===== config.mk =====
export PLATFORM = sky130hd
export DESIGN_NAME = pdc_ctrl
export DESIGN_NICKNAME = d
export VERILOG_FILES = /design/src/rtl/pdc_pkg.sv /design/src/rtl/pdc_ctrl.sv
export SDC_FILE = /design/constraint.sdc
export NUM_CORES = 1
export LEC_CHECK = 0
export ABC_AREA = 1
export CORE_ASPECT_RATIO = 1.1
export CORE_MARGIN = 5
export CORE_UTILIZATION = 58
export DETAILED_ROUTE_END_ITERATION = 12
export DONT_BUFFER_PORTS = 1
export PLACE_DENSITY_LB_ADDON = 0.15
export SLEW_MARGIN = 20
export SYNTH_ARGS = -nofsm -noshare
export SYNTH_HDL_FRONTEND = slang
export SYNTH_SLANG_ARGS = --single-unit
export TNS_END_PERCENT = 30

===== constraint.sdc =====
create_clock -name core_clk_in -period 2.6 [get_ports core_clk_in]
set_input_delay 0.26 -clock core_clk_in [delete_from_list [all_inputs] [get_ports core_clk_in]]
set_output_delay 0.26 -clock core_clk_in [all_outputs]
set_load 0.05 [all_outputs]

===== src/rtl/pdc_pkg.sv =====
// Purpose: shared constants and types of the program/debug instruction controller
// Assumes: byte-level physical layer outside this block
// Notes: opcode layout is a local encoding, see instruction struct
package pdc_pkg;
    localparam int PDC_DW = 8;
    localparam int PDC_AW = 32;
    localparam int PDC_FIFO_DEPTH = 16;

    // instruction byte: op | spare | address size or pointer mode | data size
    typedef struct packed {
        logic [2:0] op;
        logic spare;
        logic [1:0] asz;
        logic [1:0] dsz;
    } pdc_instr_t;

    localparam logic [2:0] PDC_OP_LDS = 3'h0;
    localparam logic [2:0] PDC_OP_LD = 3'h1;
    localparam logic [2:0] PDC_OP_STS = 3'h2;
    localparam logic [2:0] PDC_OP_ST = 3'h3;
    localparam logic [2:0] PDC_OP_CTRL_SPACE_LOAD_INSTR = 3'h4;
    localparam logic [2:0] PDC_OP_RPT = 3'h5;
    localparam logic [2:0] PDC_OP_CTRL_SPACE_STORE_INSTR = 3'h6;
    localparam logic [2:0] PDC_OP_KEY = 3'h7;

    // pointer modes of the indirect instructions
    localparam logic [1:0] PDC_PTR_IND = 2'h0;
    localparam logic [1:0] PDC_PTR_INC = 2'h1;
    localparam logic [1:0] PDC_PTR_REG = 2'h2;

    localparam logic [63:0] PDC_UNLOCK_KEY = 64'h1289AB45CDD888FF;
    localparam logic [2:0] PDC_KEY_LAST = 3'h7;
    localparam int PDC_KEY_LSB = 8;

    localparam logic [1:0] PDC_CSR_STATUS = 2'h0;
    localparam logic [1:0] PDC_CSR_RESET = 2'h1;
    localparam logic [1:0] PDC_CSR_CTRL = 2'h2;
    localparam int PDC_NVMEN_BIT = 1;
    localparam logic [7:0] PDC_RESET_SIG = 8'h59;
    localparam logic [7:0] PDC_RESET_INIT = 8'h00;
    localparam logic [2:0] PDC_GUARD_INIT = 3'h0;

    // one received character from the physical layer
    typedef struct packed {
        logic strobe;
        logic brk;
        logic frm;
        logic par;
        logic [7:0] data;
    } pdc_rx_t;

    typedef enum logic [2:0] {
        PDC_S_IDLE,
        PDC_S_ADDR,
        PDC_S_OPND,
        PDC_S_WDATA,
        PDC_S_WBUS,
        PDC_S_RBUS,
        PDC_S_PUSH,
        PDC_S_ERR
    } pdc_state_t;
endpackage


===== src/rtl/pdc_ctrl.sv =====
// Purpose: byte-level program/debug port controller with response FIFO
// Assumes: link clock sampled by core_clk_in, at least 4 core cycles per half period
// Notes: physical framing, guard time and collision sensing live in the physical layer
`timescale 1ns/1ns

module pdc_fifo #(
    parameter int WIDTH = 8,
    parameter int DEPTH = 16
) (
    input wire logic clk_in,
    input wire logic rst_in,
    input wire logic flush_in,
    input wire logic in_valid_in,
    output logic in_ready_out,
    input wire logic [WIDTH-1:0] in_data_in,
    output logic out_valid_out,
    input wire logic out_ready_in,
    output logic [WIDTH-1:0] out_data_out
);
    localparam int PW = $clog2(DEPTH);
    logic [WIDTH-1:0] mem [DEPTH];
    logic [PW-1:0] wr_r;
    logic [PW-1:0] rd_r;
    logic [PW:0] cnt_r;
    logic push;
    logic pop;

    assign in_ready_out = cnt_r != (PW+1)'(DEPTH);
    assign out_valid_out = cnt_r != '0;
    assign out_data_out = mem[rd_r];
    assign push = in_valid_in && in_ready_out;
    assign pop = out_valid_out && out_ready_in;

    always_ff @(posedge clk_in)
    begin
        if (push)
        begin
            mem[wr_r] <= in_data_in;
        end
    end

    always_ff @(posedge clk_in)
    begin
        if (rst_in || flush_in)
        begin
            wr_r <= '0;
            rd_r <= '0;
            cnt_r <= '0;
        end
        else
        begin
            wr_r <= push ? wr_r + 1'b1 : wr_r;
            rd_r <= pop ? rd_r + 1'b1 : rd_r;
            cnt_r <= cnt_r + (PW+1)'(push) - (PW+1)'(pop);
        end
    end
endmodule

module pdc_ctrl
    import pdc_pkg::*;
(
    input wire logic core_clk_in,
    input wire logic rst_in,
    input wire logic link_clk_in,
    input wire pdc_rx_t rx_in,
    input wire logic collision_in,
    input wire logic tx_ready_in,
    output logic tx_valid_out,
    output logic [7:0] tx_data_out,
    output logic tx_mode_out,
    output logic [2:0] guard_time_out,
    output logic [31:0] bus_addr_out,
    output logic [7:0] bus_wdata_out,
    output logic bus_we_out,
    output logic bus_re_out,
    input wire logic [7:0] bus_rdata_in,
    input wire logic bus_ack_in,
    input wire logic nvm_ctrl_en_in,
    input wire logic other_rst_in,
    output logic dev_rst_out,
    output logic nvm_en_out,
    output logic error_out
);
    logic [2:0] lclk_r;
    pdc_rx_t rx_s1_r;
    pdc_rx_t rx_s2_r;
    logic [1:0] coll_r;
    logic [1:0] txrdy_r;
    pdc_state_t state_r;
    pdc_instr_t instr_r;
    logic [31:0] ptr_r;
    logic [31:0] addr_r;
    logic [31:0] rpt_r;
    logic [63:0] key_r;
    logic [2:0] idx_r;
    logic [7:0] data_r;
    logic wait_r;
    logic nvm_en_r;
    logic [7:0] rst_sig_r;
    logic [2:0] guard_r;
    logic tx_mode_r;
    logic tx_valid_r;
    logic [7:0] tx_data_r;
    logic bus_re_r;
    logic bus_we_r;
    logic dev_rst_r;
    logic brk_exc_r;
    logic link_rise;
    logic rx_fire;
    logic brk_seen;
    logic exc;
    logic allowed;
    logic adv;
    logic fin;
    logic inc;
    logic ptr_mode;
    logic [2:0] lim;
    logic [63:0] key_nxt;
    logic fifo_in_ready;
    logic fifo_out_valid;
    logic fifo_out_ready;
    logic [7:0] fifo_out_data;

    function automatic logic [31:0] set_byte(input logic [31:0] v, input logic [1:0] i,
                                             input logic [7:0] b);
        logic [31:0] r;
        r = v;
        r[i*8 +: 8] = b;
        return r;
    endfunction

    // first state of an instruction, also used to restart it on repetition
    function automatic pdc_state_t launch(input pdc_instr_t ins);
        pdc_state_t s;
        s = PDC_S_IDLE;
        case (ins.op)
            PDC_OP_LDS, PDC_OP_STS: s = PDC_S_ADDR;
            PDC_OP_LD, PDC_OP_CTRL_SPACE_LOAD_INSTR: s = PDC_S_RBUS;
            PDC_OP_ST, PDC_OP_CTRL_SPACE_STORE_INSTR: s = PDC_S_WDATA;
            default: s = PDC_S_OPND;
        endcase
        return s;
    endfunction

    // link clock through three flops (two to sync, one for the edge), other link-domain inputs through two
    always_ff @(posedge core_clk_in)
    begin
        lclk_r <= {lclk_r[1:0], link_clk_in};
        rx_s1_r <= rx_in;
        rx_s2_r <= rx_s1_r;
        coll_r <= {coll_r[0], collision_in};
        txrdy_r <= {txrdy_r[0], tx_ready_in};
    end

    always_comb
    begin
        link_rise = lclk_r[1] && !lclk_r[2];
        brk_seen = link_rise && rx_s2_r.strobe && rx_s2_r.brk;
        rx_fire = link_rise && rx_s2_r.strobe && !rx_s2_r.par && !rx_s2_r.frm && !tx_mode_r;
        exc = state_r != PDC_S_ERR && link_rise && (
              (rx_s2_r.strobe && (rx_s2_r.par || rx_s2_r.frm) && !tx_mode_r) ||
              (coll_r[1] && tx_mode_r));
        allowed = nvm_en_r && nvm_ctrl_en_in;
        ptr_mode = instr_r.asz == PDC_PTR_REG;
        inc = (instr_r.op == PDC_OP_LD || instr_r.op == PDC_OP_ST)
              && instr_r.asz == PDC_PTR_INC;
        lim = (instr_r.op == PDC_OP_CTRL_SPACE_LOAD_INSTR || instr_r.op == PDC_OP_CTRL_SPACE_STORE_INSTR) ? 3'h0
              : {1'b0, instr_r.dsz};
        adv = !exc && ((state_r == PDC_S_WDATA && rx_fire && (instr_r.op == PDC_OP_CTRL_SPACE_STORE_INSTR
              || (instr_r.op == PDC_OP_ST && ptr_mode) || !allowed))
              || (state_r == PDC_S_WBUS && bus_ack_in)
              || (state_r == PDC_S_PUSH && fifo_in_ready));
        fin = adv && idx_r == lim;
        key_nxt = {rx_s2_r.data, key_r[63:PDC_KEY_LSB]};
    end

    always_ff @(posedge core_clk_in)
    begin
        bus_re_r <= 1'b0;
        bus_we_r <= 1'b0;
        if (rst_in)
        begin
            state_r <= PDC_S_IDLE;
            instr_r <= '0;
            ptr_r <= '0;
            addr_r <= '0;
            rpt_r <= '0;
            key_r <= '0;
            idx_r <= '0;
            data_r <= '0;
            wait_r <= 1'b0;
            nvm_en_r <= 1'b0;
            rst_sig_r <= PDC_RESET_INIT;
            guard_r <= PDC_GUARD_INIT;
        end
        else if (exc)
        begin
            state_r <= PDC_S_ERR;
            wait_r <= 1'b0;
            idx_r <= '0;
        end
        else
        begin
            case (state_r)
                PDC_S_IDLE:
                begin
                    if (rx_fire)
                    begin
                        instr_r <= rx_s2_r.data;
                        state_r <= launch(rx_s2_r.data);
                        addr_r <= ptr_r;
                        idx_r <= '0;
                        key_r <= '0;
                        if (rx_s2_r.data[7:5] == PDC_OP_RPT)
                        begin
                            rpt_r <= '0;
                        end
                    end
                end
                PDC_S_ADDR:
                begin
                    if (rx_fire)
                    begin
                        ptr_r <= set_byte(ptr_r, idx_r[1:0], rx_s2_r.data);
                        if (idx_r[1:0] == instr_r.asz)
                        begin
                            idx_r <= '0;
                            addr_r <= set_byte(ptr_r, idx_r[1:0], rx_s2_r.data);
                            state_r <= instr_r.op == PDC_OP_LDS ? PDC_S_RBUS : PDC_S_WDATA;
                        end
                        else
                        begin
                            idx_r <= idx_r + 3'h1;
                        end
                    end
                end
                PDC_S_OPND:
                begin
                    if (rx_fire)
                    begin
                        idx_r <= idx_r + 3'h1;
                        if (instr_r.op == PDC_OP_KEY)
                        begin
                            key_r <= key_nxt;
                            if (idx_r == PDC_KEY_LAST)
                            begin
                                nvm_en_r <= key_nxt == PDC_UNLOCK_KEY;
                                rpt_r <= '0;
                                state_r <= PDC_S_IDLE;
                            end
                        end
                        else
                        begin
                            rpt_r <= set_byte(rpt_r, idx_r[1:0], rx_s2_r.data);
                            if (idx_r[1:0] == instr_r.dsz)
                            begin
                                state_r <= PDC_S_IDLE;
                            end
                        end
                    end
                end
                PDC_S_WDATA:
                begin
                    if (rx_fire)
                    begin
                        data_r <= rx_s2_r.data;
                        if (instr_r.op == PDC_OP_CTRL_SPACE_STORE_INSTR)
                        begin
                            if (instr_r.dsz == PDC_CSR_STATUS)
                            begin
                                nvm_en_r <= 1'b0;
                            end
                            else if (instr_r.dsz == PDC_CSR_RESET)
                            begin
                                rst_sig_r <= rx_s2_r.data;
                            end
                            else if (instr_r.dsz == PDC_CSR_CTRL)
                            begin
                                guard_r <= rx_s2_r.data[2:0];
                            end
                        end
                        else if (instr_r.op == PDC_OP_ST && ptr_mode)
                        begin
                            ptr_r <= set_byte(ptr_r, idx_r[1:0], rx_s2_r.data);
                        end
                        else if (allowed)
                        begin
                            bus_we_r <= 1'b1;
                            state_r <= PDC_S_WBUS;
                        end
                    end
                end
                PDC_S_RBUS:
                begin
                    if (instr_r.op == PDC_OP_CTRL_SPACE_LOAD_INSTR)
                    begin
                        if (instr_r.dsz == PDC_CSR_STATUS)
                        begin
                            data_r <= 8'(nvm_en_r) << PDC_NVMEN_BIT;
                        end
                        else if (instr_r.dsz == PDC_CSR_RESET)
                        begin
                            data_r <= {7'h00, dev_rst_r};
                        end
                        else if (instr_r.dsz == PDC_CSR_CTRL)
                        begin
                            data_r <= {5'h00, guard_r};
                        end
                        else
                        begin
                            data_r <= 8'h00;
                        end
                        state_r <= PDC_S_PUSH;
                    end
                    else if (instr_r.op == PDC_OP_LD && ptr_mode)
                    begin
                        data_r <= ptr_r[idx_r[1:0]*8 +: 8];
                        state_r <= PDC_S_PUSH;
                    end
                    else if (!wait_r && allowed)
                    begin
                        bus_re_r <= 1'b1;
                        wait_r <= 1'b1;
                    end
                    else if (!wait_r)
                    begin
                        data_r <= 8'h00;
                        state_r <= PDC_S_PUSH;
                    end
                    else if (bus_ack_in)
                    begin
                        data_r <= bus_rdata_in;
                        wait_r <= 1'b0;
                        state_r <= PDC_S_PUSH;
                    end
                end
                PDC_S_ERR:
                begin
                    if (brk_seen || brk_exc_r)
                    begin
                        state_r <= PDC_S_IDLE;
                    end
                end
                default:
                begin
                end
            endcase
            if (fin)
            begin
                idx_r <= '0;
                if (inc)
                begin
                    ptr_r <= addr_r + 32'h1;
                end
                if (rpt_r != '0)
                begin
                    rpt_r <= rpt_r - 32'h1;
                    state_r <= launch(instr_r);
                    addr_r <= inc ? addr_r + 32'h1 : ptr_r;
                end
                else
                begin
                    state_r <= PDC_S_IDLE;
                end
            end
            else if (adv)
            begin
                idx_r <= idx_r + 3'h1;
                addr_r <= addr_r + 32'h1;
                state_r <= (instr_r.op == PDC_OP_LDS || instr_r.op == PDC_OP_LD)
                           ? PDC_S_RBUS : PDC_S_WDATA;
            end
        end
    end

    // device reset from signature or any other source
    always_ff @(posedge core_clk_in)
    begin
        if (rst_in)
        begin
            dev_rst_r <= 1'b0;
        end
        else
        begin
            dev_rst_r <= rst_sig_r == PDC_RESET_SIG || other_rst_in;
        end
    end

    // a break that raised the exception also ends it, so one break resyncs from any state in receive mode
    always_ff @(posedge core_clk_in)
    begin
        if (rst_in)
        begin
            brk_exc_r <= 1'b0;
        end
        else
        begin
            brk_exc_r <= exc && rx_s2_r.strobe && rx_s2_r.brk && !tx_mode_r;
        end
    end

    pdc_fifo #(
        .WIDTH(PDC_DW),
        .DEPTH(PDC_FIFO_DEPTH)
    ) u_fifo (
        .clk_in(core_clk_in),
        .rst_in(rst_in),
        .flush_in(exc),
        .in_valid_in(state_r == PDC_S_PUSH),
        .in_ready_out(fifo_in_ready),
        .in_data_in(data_r),
        .out_valid_out(fifo_out_valid),
        .out_ready_in(fifo_out_ready),
        .out_data_out(fifo_out_data)
    );

    // output stage, consumed by the physical layer on a link rising edge
    assign fifo_out_ready = !tx_valid_r || (link_rise && txrdy_r[1]);

    always_ff @(posedge core_clk_in)
    begin
        if (rst_in || exc)
        begin
            tx_valid_r <= 1'b0;
            tx_data_r <= 8'h00;
            tx_mode_r <= 1'b0;
        end
        else
        begin
            if (fifo_out_ready)
            begin
                tx_valid_r <= fifo_out_valid;
                tx_data_r <= fifo_out_valid ? fifo_out_data : tx_data_r;
            end
            tx_mode_r <= fifo_out_valid || tx_valid_r || state_r == PDC_S_PUSH
                         || (state_r == PDC_S_RBUS && !exc);
        end
    end

    assign tx_valid_out = tx_valid_r;
    assign tx_data_out = tx_data_r;
    assign tx_mode_out = tx_mode_r;
    assign guard_time_out = guard_r;
    assign bus_addr_out = addr_r;
    assign bus_wdata_out = data_r;
    assign bus_we_out = bus_we_r;
    assign bus_re_out = bus_re_r;
    assign dev_rst_out = dev_rst_r;
    assign nvm_en_out = nvm_en_r;
    assign error_out = state_r == PDC_S_ERR;
endmodule


---- Word level (Yosys, flattened, before mapping) ----
Memory sizes are Yosys's and may differ from the RTL's. A register that Yosys moved wholly into a read port is not among the register bits.
Index checks and enable logic that the tools add are counted.
operators by class
  shift operators ......................... 3
  eq/ne operators ......................... 56
  reductions and logical operators ........ 83
  muxes and demuxes ....................... 86
  $add $sub $neg .......................... 8
  bitwise logic cells ..................... 8
operators with widths
  kind                       number
  $mux W32                   20
  $mux W64                   3
  $pmux W32 S2               3
  $pmux W64 S2               1
  $mux W3                    31
  $bwmux W32                 2
  $eq A64 B61 Y1 const B     1
  $ne A5 B5 Y1 const B       10
  $mux W8                    6
  $neg A5 Y34                1
  $shift A8 B34 Y32 const A  1
  $shiftx A8 B34 Y32         1
  $eq A3 B3 Y1 const B       11
  $add A32 B1 Y32 const B    1
  $reduce_bool A32 Y1        1
  $shiftx A32 B6 Y8          1
  $sub A32 B1 Y32 const B    1
  $logic_and A1 B1 Y1        28
  $pmux W3 S3                3
  $eq A3 B2 Y1 const B       6
  $pmux W3 S6                1
  $logic_or A1 B1 Y1         16
  $pmux W8 S2                1
  $reduce_and A14 Y1         1
  40 further kinds           93
word-level totals
  bits of input ports ..................... 28
  RAM bits ................................ 128
  memories ................................ 1
  bits in registers ....................... 244
  word-level logic and storage cells ...... 281
  output and inout port bits .............. 58
memories
  name        depth  width  read ports  clocked after Yosys merged registers in  wr ports  line            source
  u_fifo.mem  16     8      1           1                                        1         pdc_ctrl.sv:21  logic [WIDTH-1:0] mem [DEPTH];

---- Logic depth before layout (Yosys ltp) ----
Gate-level depths: netlist of the first run.
  depth after elaboration ................. 14
  depth in mapped cells ................... 17
  gate-level depth less buffers ........... 16

---- Modules after synthesis ----
A second synthesis of the first run with hierarchy kept.
second synthesis, totals
  cells, all modules ...................... 3,000
  area, all modules ....................... 20,816.2 µm²
by module, submodules not included
  module    area an instance (µm²)  seq. area each (µm²)  times used  cells an instance
  pdc_ctrl  14,345.0                4,624.4               1           2,349
  pdc_fifo  6,471.2                 4,184.0               1           651

---- Worst setup path after synthesis of the first run ----
OpenSTA, ideal clock, no wires.
  path kind ............................... register to register
  start ................................... reg tx_valid_r (netlist: tx_valid_out)
  end ..................................... reg u_fifo.cnt_r[4]
  arrival ................................. 2.589 ns
  cell stages (with the launch flop) ...... 15
  slack ................................... -0.103 ns
  clock period less this slack ............ 2.703 ns
  buffers on the path ..................... 1
  library setup time ...................... 0.115 ns
  data required time ...................... 2.485 ns
  cell sequence ........................... dfxtp_1 > nand2_1 > nand2_1 > inv_1 > clkbuf_1 > ha_1 > inv_1 > ha_1 > inv_1 > fa_1 > nor2_1 > nor2_1 > o21bai_1 > a21oi_1 > o21a_1
between the ends
  longest elaborated chain between the ends .. 4
ends and longest elaborated chain
  element                 line             source
  start, declared         pdc_ctrl.sv:102  logic tx_valid_r;
  start signal, assigned  pdc_ctrl.sv:432  tx_valid_r <= fifo_out_valid;
  $logic_not A1 Y1        pdc_ctrl.sv:418  assign fifo_out_ready = !tx_valid_r || (link_rise && txrdy_r[1]);
  $logic_or A1 B1 Y1      pdc_ctrl.sv:418
  $logic_and A1 B1 Y1     pdc_ctrl.sv:32   assign pop = out_valid_out && out_ready_in;
  net u_fifo.pop          pdc_ctrl.sv:26   logic pop;
  $sub A5 B1 Y5           pdc_ctrl.sv:54   cnt_r <= cnt_r + (PW+1)'(push) - (PW+1)'(pop);
  end signal, assigned    pdc_ctrl.sv:54
  end, declared           pdc_ctrl.sv:24   logic [PW:0] cnt_r;
The timed path passes the listed nets, and every way through them passes these cells.
A chain may end at the register's enable or synchronous reset.

---- Worst setup path in the final report of the first run ----
  start ................................... reg rx_s2_r[9] in the netlist's numbering
  end ..................................... reg ptr_r[0]
between the ends
  longest elaborated chain between the ends .. 10
  elaborated cells between the ends (all ways) .. 20
  classes of those cells .................. mux (5); reduce/logical (15)
ends and longest elaborated chain
  element                                            line             source
  start, declared                                    pdc_ctrl.sv:86   pdc_rx_t rx_s2_r;
  start signal, assigned                             pdc_ctrl.sv:150  rx_s2_r <= rx_s1_r;
  branches (longest 10 deep; another with $mux W32)  n/a
  end signal, assigned                               pdc_ctrl.sv:224  ptr_r <= set_byte(ptr_r, idx_r[1:0], rx_s2_r.data);
  end signal, assigned                               pdc_ctrl.sv:284  ptr_r <= set_byte(ptr_r, idx_r[1:0], rx_s2_r.data);
  end signal, assigned                               pdc_ctrl.sv:353  ptr_r <= addr_r + 32'h1;
  end, declared                                      pdc_ctrl.sv:91   logic [31:0] ptr_r;
Several ways; the timed one is not identified.

==> results by group, run 1 <==
Pwr
  – Gate power share: 55.3%
  – Maximum vdd drop: roughly 1700 uV
  – NetSw: roughly 15 mW
  – Int Power: roughly 16 mW
  – Sequential share of power: between 20 and 30%
  – Power density cells: approximately 1300 nW/um^2
  – Net Sw Frac: a little under 50%
  – Share of total power in the clock network: 19.0%
  – Final Power: between 30 and 40 mW
  – Lkg Pwr: ~9.0 nW

Global routing
  – Antenna violations before repair: 0
  – All-layer global routing usage: roughly 36%
  – Largest net degree at the start of global routing: approximately 130
  – Global-route wire length before repair: between 100 and 150 mm
  – Gr ovfl total: 0
  – Vias in the first global route: 19400

Placement
  – PortBufs: 0
  – RePlAce Congestion: ~1
  – Placed cell count: 3284
  – HPWL after DPL: a little over 50 mm

Synth
  – Gate count of the mapped netlist: 2828
  – Synthesized area per cell: slightly above 7 um^2
  – Post-synthesis net count: ~2900
  – Top cells by area, synth: dfxtp_1, edfxtp_1, nand2_1
  – Register area share after synthesis: between 40% and 50%
  – Dominant cell type by area after synthesis: dfxtp_1
  – Syn Std Cell Area: approximately 20000 um^2
  – Distinct cells, synth: 45
  – Yosys top cell area share: about a quarter
  – Synth Register Bits: ~370
  – Syn. warnings: 0

CTS
  – TritonCTS Sinks: 372
  – Clock transition at path regs: roughly 0.060 ns
  – H-tree depth: 2
  – CTS Buf Count: 40
  – Maximum root-to-sink buffer count: 3
  – Root buffer cell: clkbuf_16
  – Clk Latency, worst-skew pair: ~0.55 ns
  – CTS tree: done

Final layout
  – Commonest non-fill, non-tap cell in the layout: nand2_1
  – Layout cells sized above 1: 10.1%
  – Final-stage net count: 2963
  – Layout overhead on the synthesized area: 14.5%
  – Commonest cells after routing, fill and taps aside: nand2_1, nor2_1, o21ai_0
  – Post-route insts no fill: 3388

Detailed routing
  – Avg WL per Cell: 21.4 um
  – # DRC: 0
  – Routed Antenna Nets: 0
  – DRT Pass-1 Iters: 6
  – Initial DRC count: approximately 2600
  – DR vias: 20900
  – Vias per cell: ~6.2
  – Final wirelength: a little over 70 mm

Critical path
  – Worst path bufs/invs: 4
  – Reg-to-reg startpoint: rx_s2_r[9]
  – FF-to-FF End: ptr_r[0]
  – R2R depth: 12
  – Crit-path cells: nor2_1, nand3_2, buf_12, nor2_2, nand2_2, buf_12, nand2_1, o21ai_1, buf_4, a21oi_1, nor2_1, dlygate4sd3_1
  – Data arrival time of the worst path: ~3.0 ns
  – Crit-path max cell delay: roughly 0.56 ns
  – Crit path kind: flop to flop
  – Worst Setup End Kind: flop
  – CP Data Required Time: just over 3 ns
  – Slowest cell on the critical path: dlygate4sd3_1
  – Setup crit start kind: flop
  – Largest fanout on the critical path: between 40 and 50
  – Crit path max-delay family: buffers and inverters
  – R2R Setup Slk: between 0.06 and 0.07 ns

STA
  – Measured slew at the worst slew-check pin: between 0.8 and 0.9 ns
  – RSZ-0062 raised after global routing: yes
  – Peak Freq: around 0.39 GHz
  – Worst slew margin relative to its limit: 41.0%
  – Max-slew violations: 0
  – Crit share post-route: 97.5%
  – WHS: ~0.019 ns
  – Final hold viol count: 0
  – Tmin final: about 2.5 ns
  – Clock Skew: 0.0231 ns
  – TNS Setup: 0 ns
  – Endpoints failing setup: 0

Die
  – Die height: roughly 210 um
  – Die area: about 40000 um^2
  – Num rows: between 70 and 80
  – Initial Util: between 50% and 60%
  – CORE AREA: approximately 35000 um^2
  – IO Pins: 86
  – Die width: approximately 190 um

Hold path
  – Worst hold start: bus_rdata_in[3]
  – Worst min path class: input port to flop
  – Hold Path Stages: 4
  – Hold Path End: bus_wdata_out[3]

Run status
  – Outcome: completed

Run
  – MaxCap Viol Count: 0
==> metrics by stage <==
stage / utilization [%] / worst slack (ns) / instance area [um^2]
after floorplan: - / 0.0150 / 20400
after global placement: 61.9 / 0.0548 / 21600
after detailed placement: 61.9 / 0.112 / 21600
after CTS: 66.5 / 0.0195 / 23300
after global routing: 66.8 / -0.127 / 23300
final: 66.8 / 0.0637 / 23300
==> cells in the mapped netlist, drive strengths merged <==
| master | number |
|---|---|
| nand2 | 645 |
| nor2 | 366 |
| o21ai | 288 |
| dfxtp | 244 |
| nand3 | 236 |
| a21oi | 230 |
| inv | 217 |
| edfxtp | 128 |
| clkbuf | 82 |
| buf | 73 |
| o211ai | 64 |
| a211oi | 35 |
| nor3 | 28 |
| xor2 | 28 |
| nand4 | 27 |
| ha | 21 |
| mux2i | 21 |
| nor4 | 18 |
| o221ai | 17 |
| o22ai | 13 |
| a31oi | 9 |
| xnor2 | 7 |
| a21boi | 6 |
| or2 | 6 |
| clkinv | 4 |
| a22oi | 3 |
| a41oi | 3 |
| o21bai | 3 |
| nand3b | 2 |
| o21a | 2 |
| and2 | 1 |
| fa | 1 |
==> power groups by stage <==
stage / Clock, mW / Combinational, mW / Sequential [mW]
detailed placement: 0 / 16.0 / 7.85
floorplan: 0 / 10.1 / 8.18
finish: 5.71 / 16.7 / 7.76
global placement: 0 / 15.9 / 7.83
CTS: 5.76 / 16.2 / 7.72
global route: 6.02 / 17.9 / 7.82
==> worst max-delay path by stage <==
stage	start	end	slack, ns	cells after the start
floorplan	idx_r[0]	rpt_r[11]	0.02	16
global placement	bus_addr_out[1]	bus_addr_out[12]	0.05	11
detailed placement	bus_addr_out[1]	bus_addr_out[12]	0.11	11
CTS	idx_r[1]	ptr_r[0]	0.02	13
global route	rx_s2_r[11]	ptr_r[0]	-0.13	13
finish	rx_s2_r[9]	ptr_r[0]	0.06	12
==> cell families after synthesis <==
logic type	Yosys count	share of synthesized area (%)
multiplexers	21	1.03
XOR/XNOR	35	1.50
buffers and inverters	376	7.54
AND/OR/NAND/NOR	1329	27.3
adder cells (fa/ha/maj)	22	1.39
flip-flops	372	42.8
AO/OA/AOI/OAI	673	18.4
==> repair_timing <==
item,4_1_cts,5_1_grt
gates resized for setup,0,26
endpoints found under the hold margin,164,0
hold buffers,30,0
buffers inserted,0,1
setup endpoints to repair,0,33
==> cell type report <==
class	count	area (um^2)
Antenna cell	1	2.50
Timing Repair Buffer	198	1710
Sequential cell	372	8740
Clock inverter	24	225
Tap cell	444	556
Multi-Input combinational cell	2080	10200
Inverter	221	832
Clock buffer	48	1080
Fill cell	3065	11600
==> worst register-to-register path, delay by kind of cell (launching register included) <==
kind | cells | cell delay [ns]
AO/OA/AOI/OAI | 2 | 0.22
buffers and inverters | 4 | 1.10
flip-flops | 1 | 0.31
AND/OR/NAND/NOR | 6 | 0.79
==> metal layers <==
metal	share of wire (%)	vias to the layer above	track usage, %
li1	-	9751	-
met1	38	9634	45.5
met2	46	1203	60.1
met3	9.3	278	5.47
met4	6.5	0	21.1
met5	0	-	0
==> flip-flops by register name, indices dropped and copies added (netlist names), 12 cells and up <==
signal / flops
rpt_r: 32
key_r: 56
bus_addr_out: 32
rx_s1_r: 12
ptr_r: 32
u_fifo.mem: 128
No activity file was read; power rests on OpenSTA's default activity.
==> run 2: changes to the inputs <==
BUFFER_PORTS_ARGS = -buffer_cell sky130_fd_sc_hd__buf_2   (was not set)
CORE_UTILIZATION = 57   (was 58)
DONT_BUFFER_PORTS = not set   (was 1)
==> run 2 against run 1 <==
  * Combinational power about the same
  * Largest cell class unchanged
  * Register-to-register slack better by 0.02 ns
  * Die area up 1.7%
  * Sequential power down 2.7%
  * Fmax up 0.80%
  * First-iteration DRC count up 6.1%
  * Highest routed layer is now met5
  * Critical path depth down 2
  * Clock skew up 0.0060 ns
  * Sequential cell count unchanged
  * Worst hold slack better by 0.016 ns
==> results by group, run 2 (synthesis gave the netlist of run 1 again) <==
Run status
  – Outcome: completed (unchanged)

Die
  – CORE AREA: 35200 um^2 (was 35000 um^2)
  – Initial Util: 57.9% (was 58.3%)
  – Die height: 208 um (was 207 um)
  – Num rows: 72 (unchanged)
  – Die width: 190 um (was 189 um)
  – Die area: 39700 um^2 (was 39000 um^2)
  – IO Pins: 86 (unchanged)

Final layout
  – Layout cells sized above 1: 11.6% (was 10.1%)
  – Layout overhead on the synthesized area: 15.2% (was 14.5%)
  – Commonest cells after routing, fill and taps aside: nand2_1, nor2_1, o21ai_0 (unchanged)
  – Largest Register: u_fifo.mem (unchanged)
  – Commonest non-fill, non-tap cell in the layout: nand2_1 (unchanged)
  – Final-stage net count: 3014 (was 2963)
  – Fillers: 3073 (was 3065)
  – Ant diodes: 0 (was 1)
  – Registers with the most flip-flops: u_fifo.mem: 128 flops, key_r: 56 flops (unchanged)
  – Largest register FFs: 128 (unchanged)
  – Post-route insts no fill: 3478 (was 3388)

Critical path
  – CP Data Required Time: 3.11 ns (was 3.02 ns)
  – Worst Setup End Kind: flop (unchanged)
  – Largest fanout on the critical path: 16 (was 44)
  – FF-to-FF End: bus_addr_out[17] (was ptr_r[0])
  – Crit-path cells: inv_1, ha_1, nand2_1, o21ai_1, o21ai_0, nand2_1, nand3_1, nand3_1, nand3_1, a21oi_1 (was nor2_1, nand3_2, buf_12, nor2_2, nand2_2, buf_12, nand2_1, o21ai_1, buf_4, a21oi_1, nor2_1, dlygate4sd3_1)
  – R2R Setup Slk: 0.08 ns (was 0.06 ns)
  – CP dominant cell by count: nand3_1
  – Data arrival time of the worst path: 3.03 ns (was 2.96 ns)
  – Slowest cell on the critical path: o21ai_1 (was dlygate4sd3_1)
  – Crit-path max cell delay: 0.42 ns (was 0.56 ns)
  – R2R depth: 10 (was 12)
  – Setup crit start kind: flop (unchanged)
  – WP depth: 10 (was 12)
  – Reg-to-reg startpoint: idx_r[0] (was rx_s2_r[9])
  – Crit path max-delay family: compound AO/OA/AOI/OAI gates (was buffers and inverters)
  – Crit path kind: flop to flop (unchanged)
  – Worst path bufs/invs: 1 (was 4)

Pwr
  – Lkg Pwr: 9.24 nW (was 9.03 nW)
  – Maximum vdd drop: 1490 uV (was 1660 uV)
  – Final Power: 30.3 mW (was 30.1 mW)
  – Power density cells: 1290 nW/um^2 (about the same)

STA
  – Peak Freq: 0.397 GHz (was 0.394 GHz)
  – Crit share post-route: 96.8% (was 97.5%)
  – Final hold viol count: 0 (unchanged)
  – Worst slew margin relative to its limit: 49.1% (was 41.0%)
  – Measured slew at the worst slew-check pin: 0.763 ns (was 0.882 ns)
  – TNS Setup: 0 ns (unchanged)
  – RSZ-0062 raised after global routing: yes (unchanged)
  – Max-slew violations: 0 (unchanged)
  – Tmin final: 2.52 ns (was 2.54 ns)
  – Endpoints failing setup: 0 (unchanged)
  – Clock Skew: 0.0291 ns (was 0.0231 ns)

Run
  – MaxCap Viol Count: 0 (unchanged)

Placement
  – PortBufs: 85 (was 0)
  – Placed cell count: 3384 (was 3284)
  – HPWL after DPL: 51.3 mm (was 50.8 mm)
  – RePlAce Congestion: 0.994 (was 1.01)

CTS
  – CTS Buf Count: 41 (was 40)
  – Clk Latency, worst-skew pair: 0.58 ns (was 0.55 ns)
  – Root buffer cell: clkbuf_16 (unchanged)
  – Maximum root-to-sink buffer count: 3 (unchanged)
  – H-tree depth: 2 (unchanged)
  – TritonCTS Sinks: 372 (unchanged)
  – CTS tree: done (unchanged)
  – Clock transition at path regs: 0.06 ns (about the same)

Detailed routing
  – DRT Pass-1 Iters: 6 (unchanged)
  – Vias per cell: 6.08 (was 6.16)
  – Routed Antenna Nets: 0 (unchanged)
  – Final wirelength: 72.8 mm (was 72.6 mm)
  – Initial DRC count: 2710 (was 2555)
  – DR vias: 21100 (was 20900)
  – # DRC: 0 (unchanged)
  – Avg WL per Cell: 20.9 um (was 21.4 um)

Global routing
  – Antenna violations before repair: 2 (was 0)
  – All-layer global routing usage: 35.6% (was 36.3%)
  – Largest net degree at the start of global routing: 114 (was 133)
  – Vias in the first global route: 19900 (was 19400)
  – Gr ovfl total: 0 (unchanged)
  – Global-route wire length before repair: 112 mm (was 111 mm)

Hold path
  – Hold Path End: bus_wdata_out[4] (was bus_wdata_out[3])
  – Worst hold start: bus_rdata_in[4] (was bus_rdata_in[3])
  – Worst min path class: input port to flop (unchanged)
  – Hold Path Stages: 3 (was 4)
run 2: worst max path at each step:
stage | startpoint | endpoint | slack [ns]
2_1_floorplan | idx_r[0] | rpt_r[11] | 0.02
3_3_place_gp | idx_r[0] | ptr_r[4] | 0.02
3_5_place_dp | idx_r[0] | ptr_r[4] | -0.03
4_1_cts | idx_r[0] | ptr_r[7] | 0.04
5_1_grt | state_r[0] | ptr_r[13] | -0.02
6_report | idx_r[0] | bus_addr_out[17] | 0.08
run 2: tightest hold or removal path: stages:
cell and delay, ns:
buf_2 0.10, nand3_1 0.07, a41oi_1 0.11
run 2: timing repair:
action / in CTS / in global routing
hold buffers: 16 / 0
hold endpoints to repair: 16 / 0
gates resized for setup: 1 / 17
setup endpoints to repair: 2 / 44
pin swaps: 0 / 2
buffers inserted: 0 / 2
run 2: through the flow:
step / hold slack [ns] / cell area (um^2) / worst slack, ns / utilization (%)
final: 0.0352 / 23500 / 0.0839 / 66.7
after global placement: 0.310 / 21900 / 0.0190 / 62.2
after CTS: 0.00672 / 23500 / 0.0396 / 66.6
after floorplan: 0.288 / 20400 / 0.0150 / -
after global routing: 0.0329 / 23500 / -0.0174 / 66.7
after detailed placement: 0.312 / 21900 / -0.0252 / 62.2
run 2: where the power goes:
part           total [mW]  internal (mW)  switching (mW)
clock network        6.02           3.56            2.47
logic                16.7           5.37            11.3
registers            7.55           6.72           0.828
total                30.3           15.6            14.6
run 2: cell type report:
cell class,count,area [um^2],area share (%)
clock buffers,55,1160,4.94
repair buffers,248,1780,7.57
flip-flops and latches,372,8730,37.2
clock inverters,21,235,1.00
inverters,221,830,3.53
multi-input cells,2080,10200,43.2
well taps,481,602,2.56
run 2: routing by layer:
layer  vias up  GRT usage, %  wire length, um
met5         -             0               14
met4         4          21.4             5460
met3       318          7.24             7020
met2      1226          57.9            33700
met1      9720          43.6            26600
li1       9865             -                -
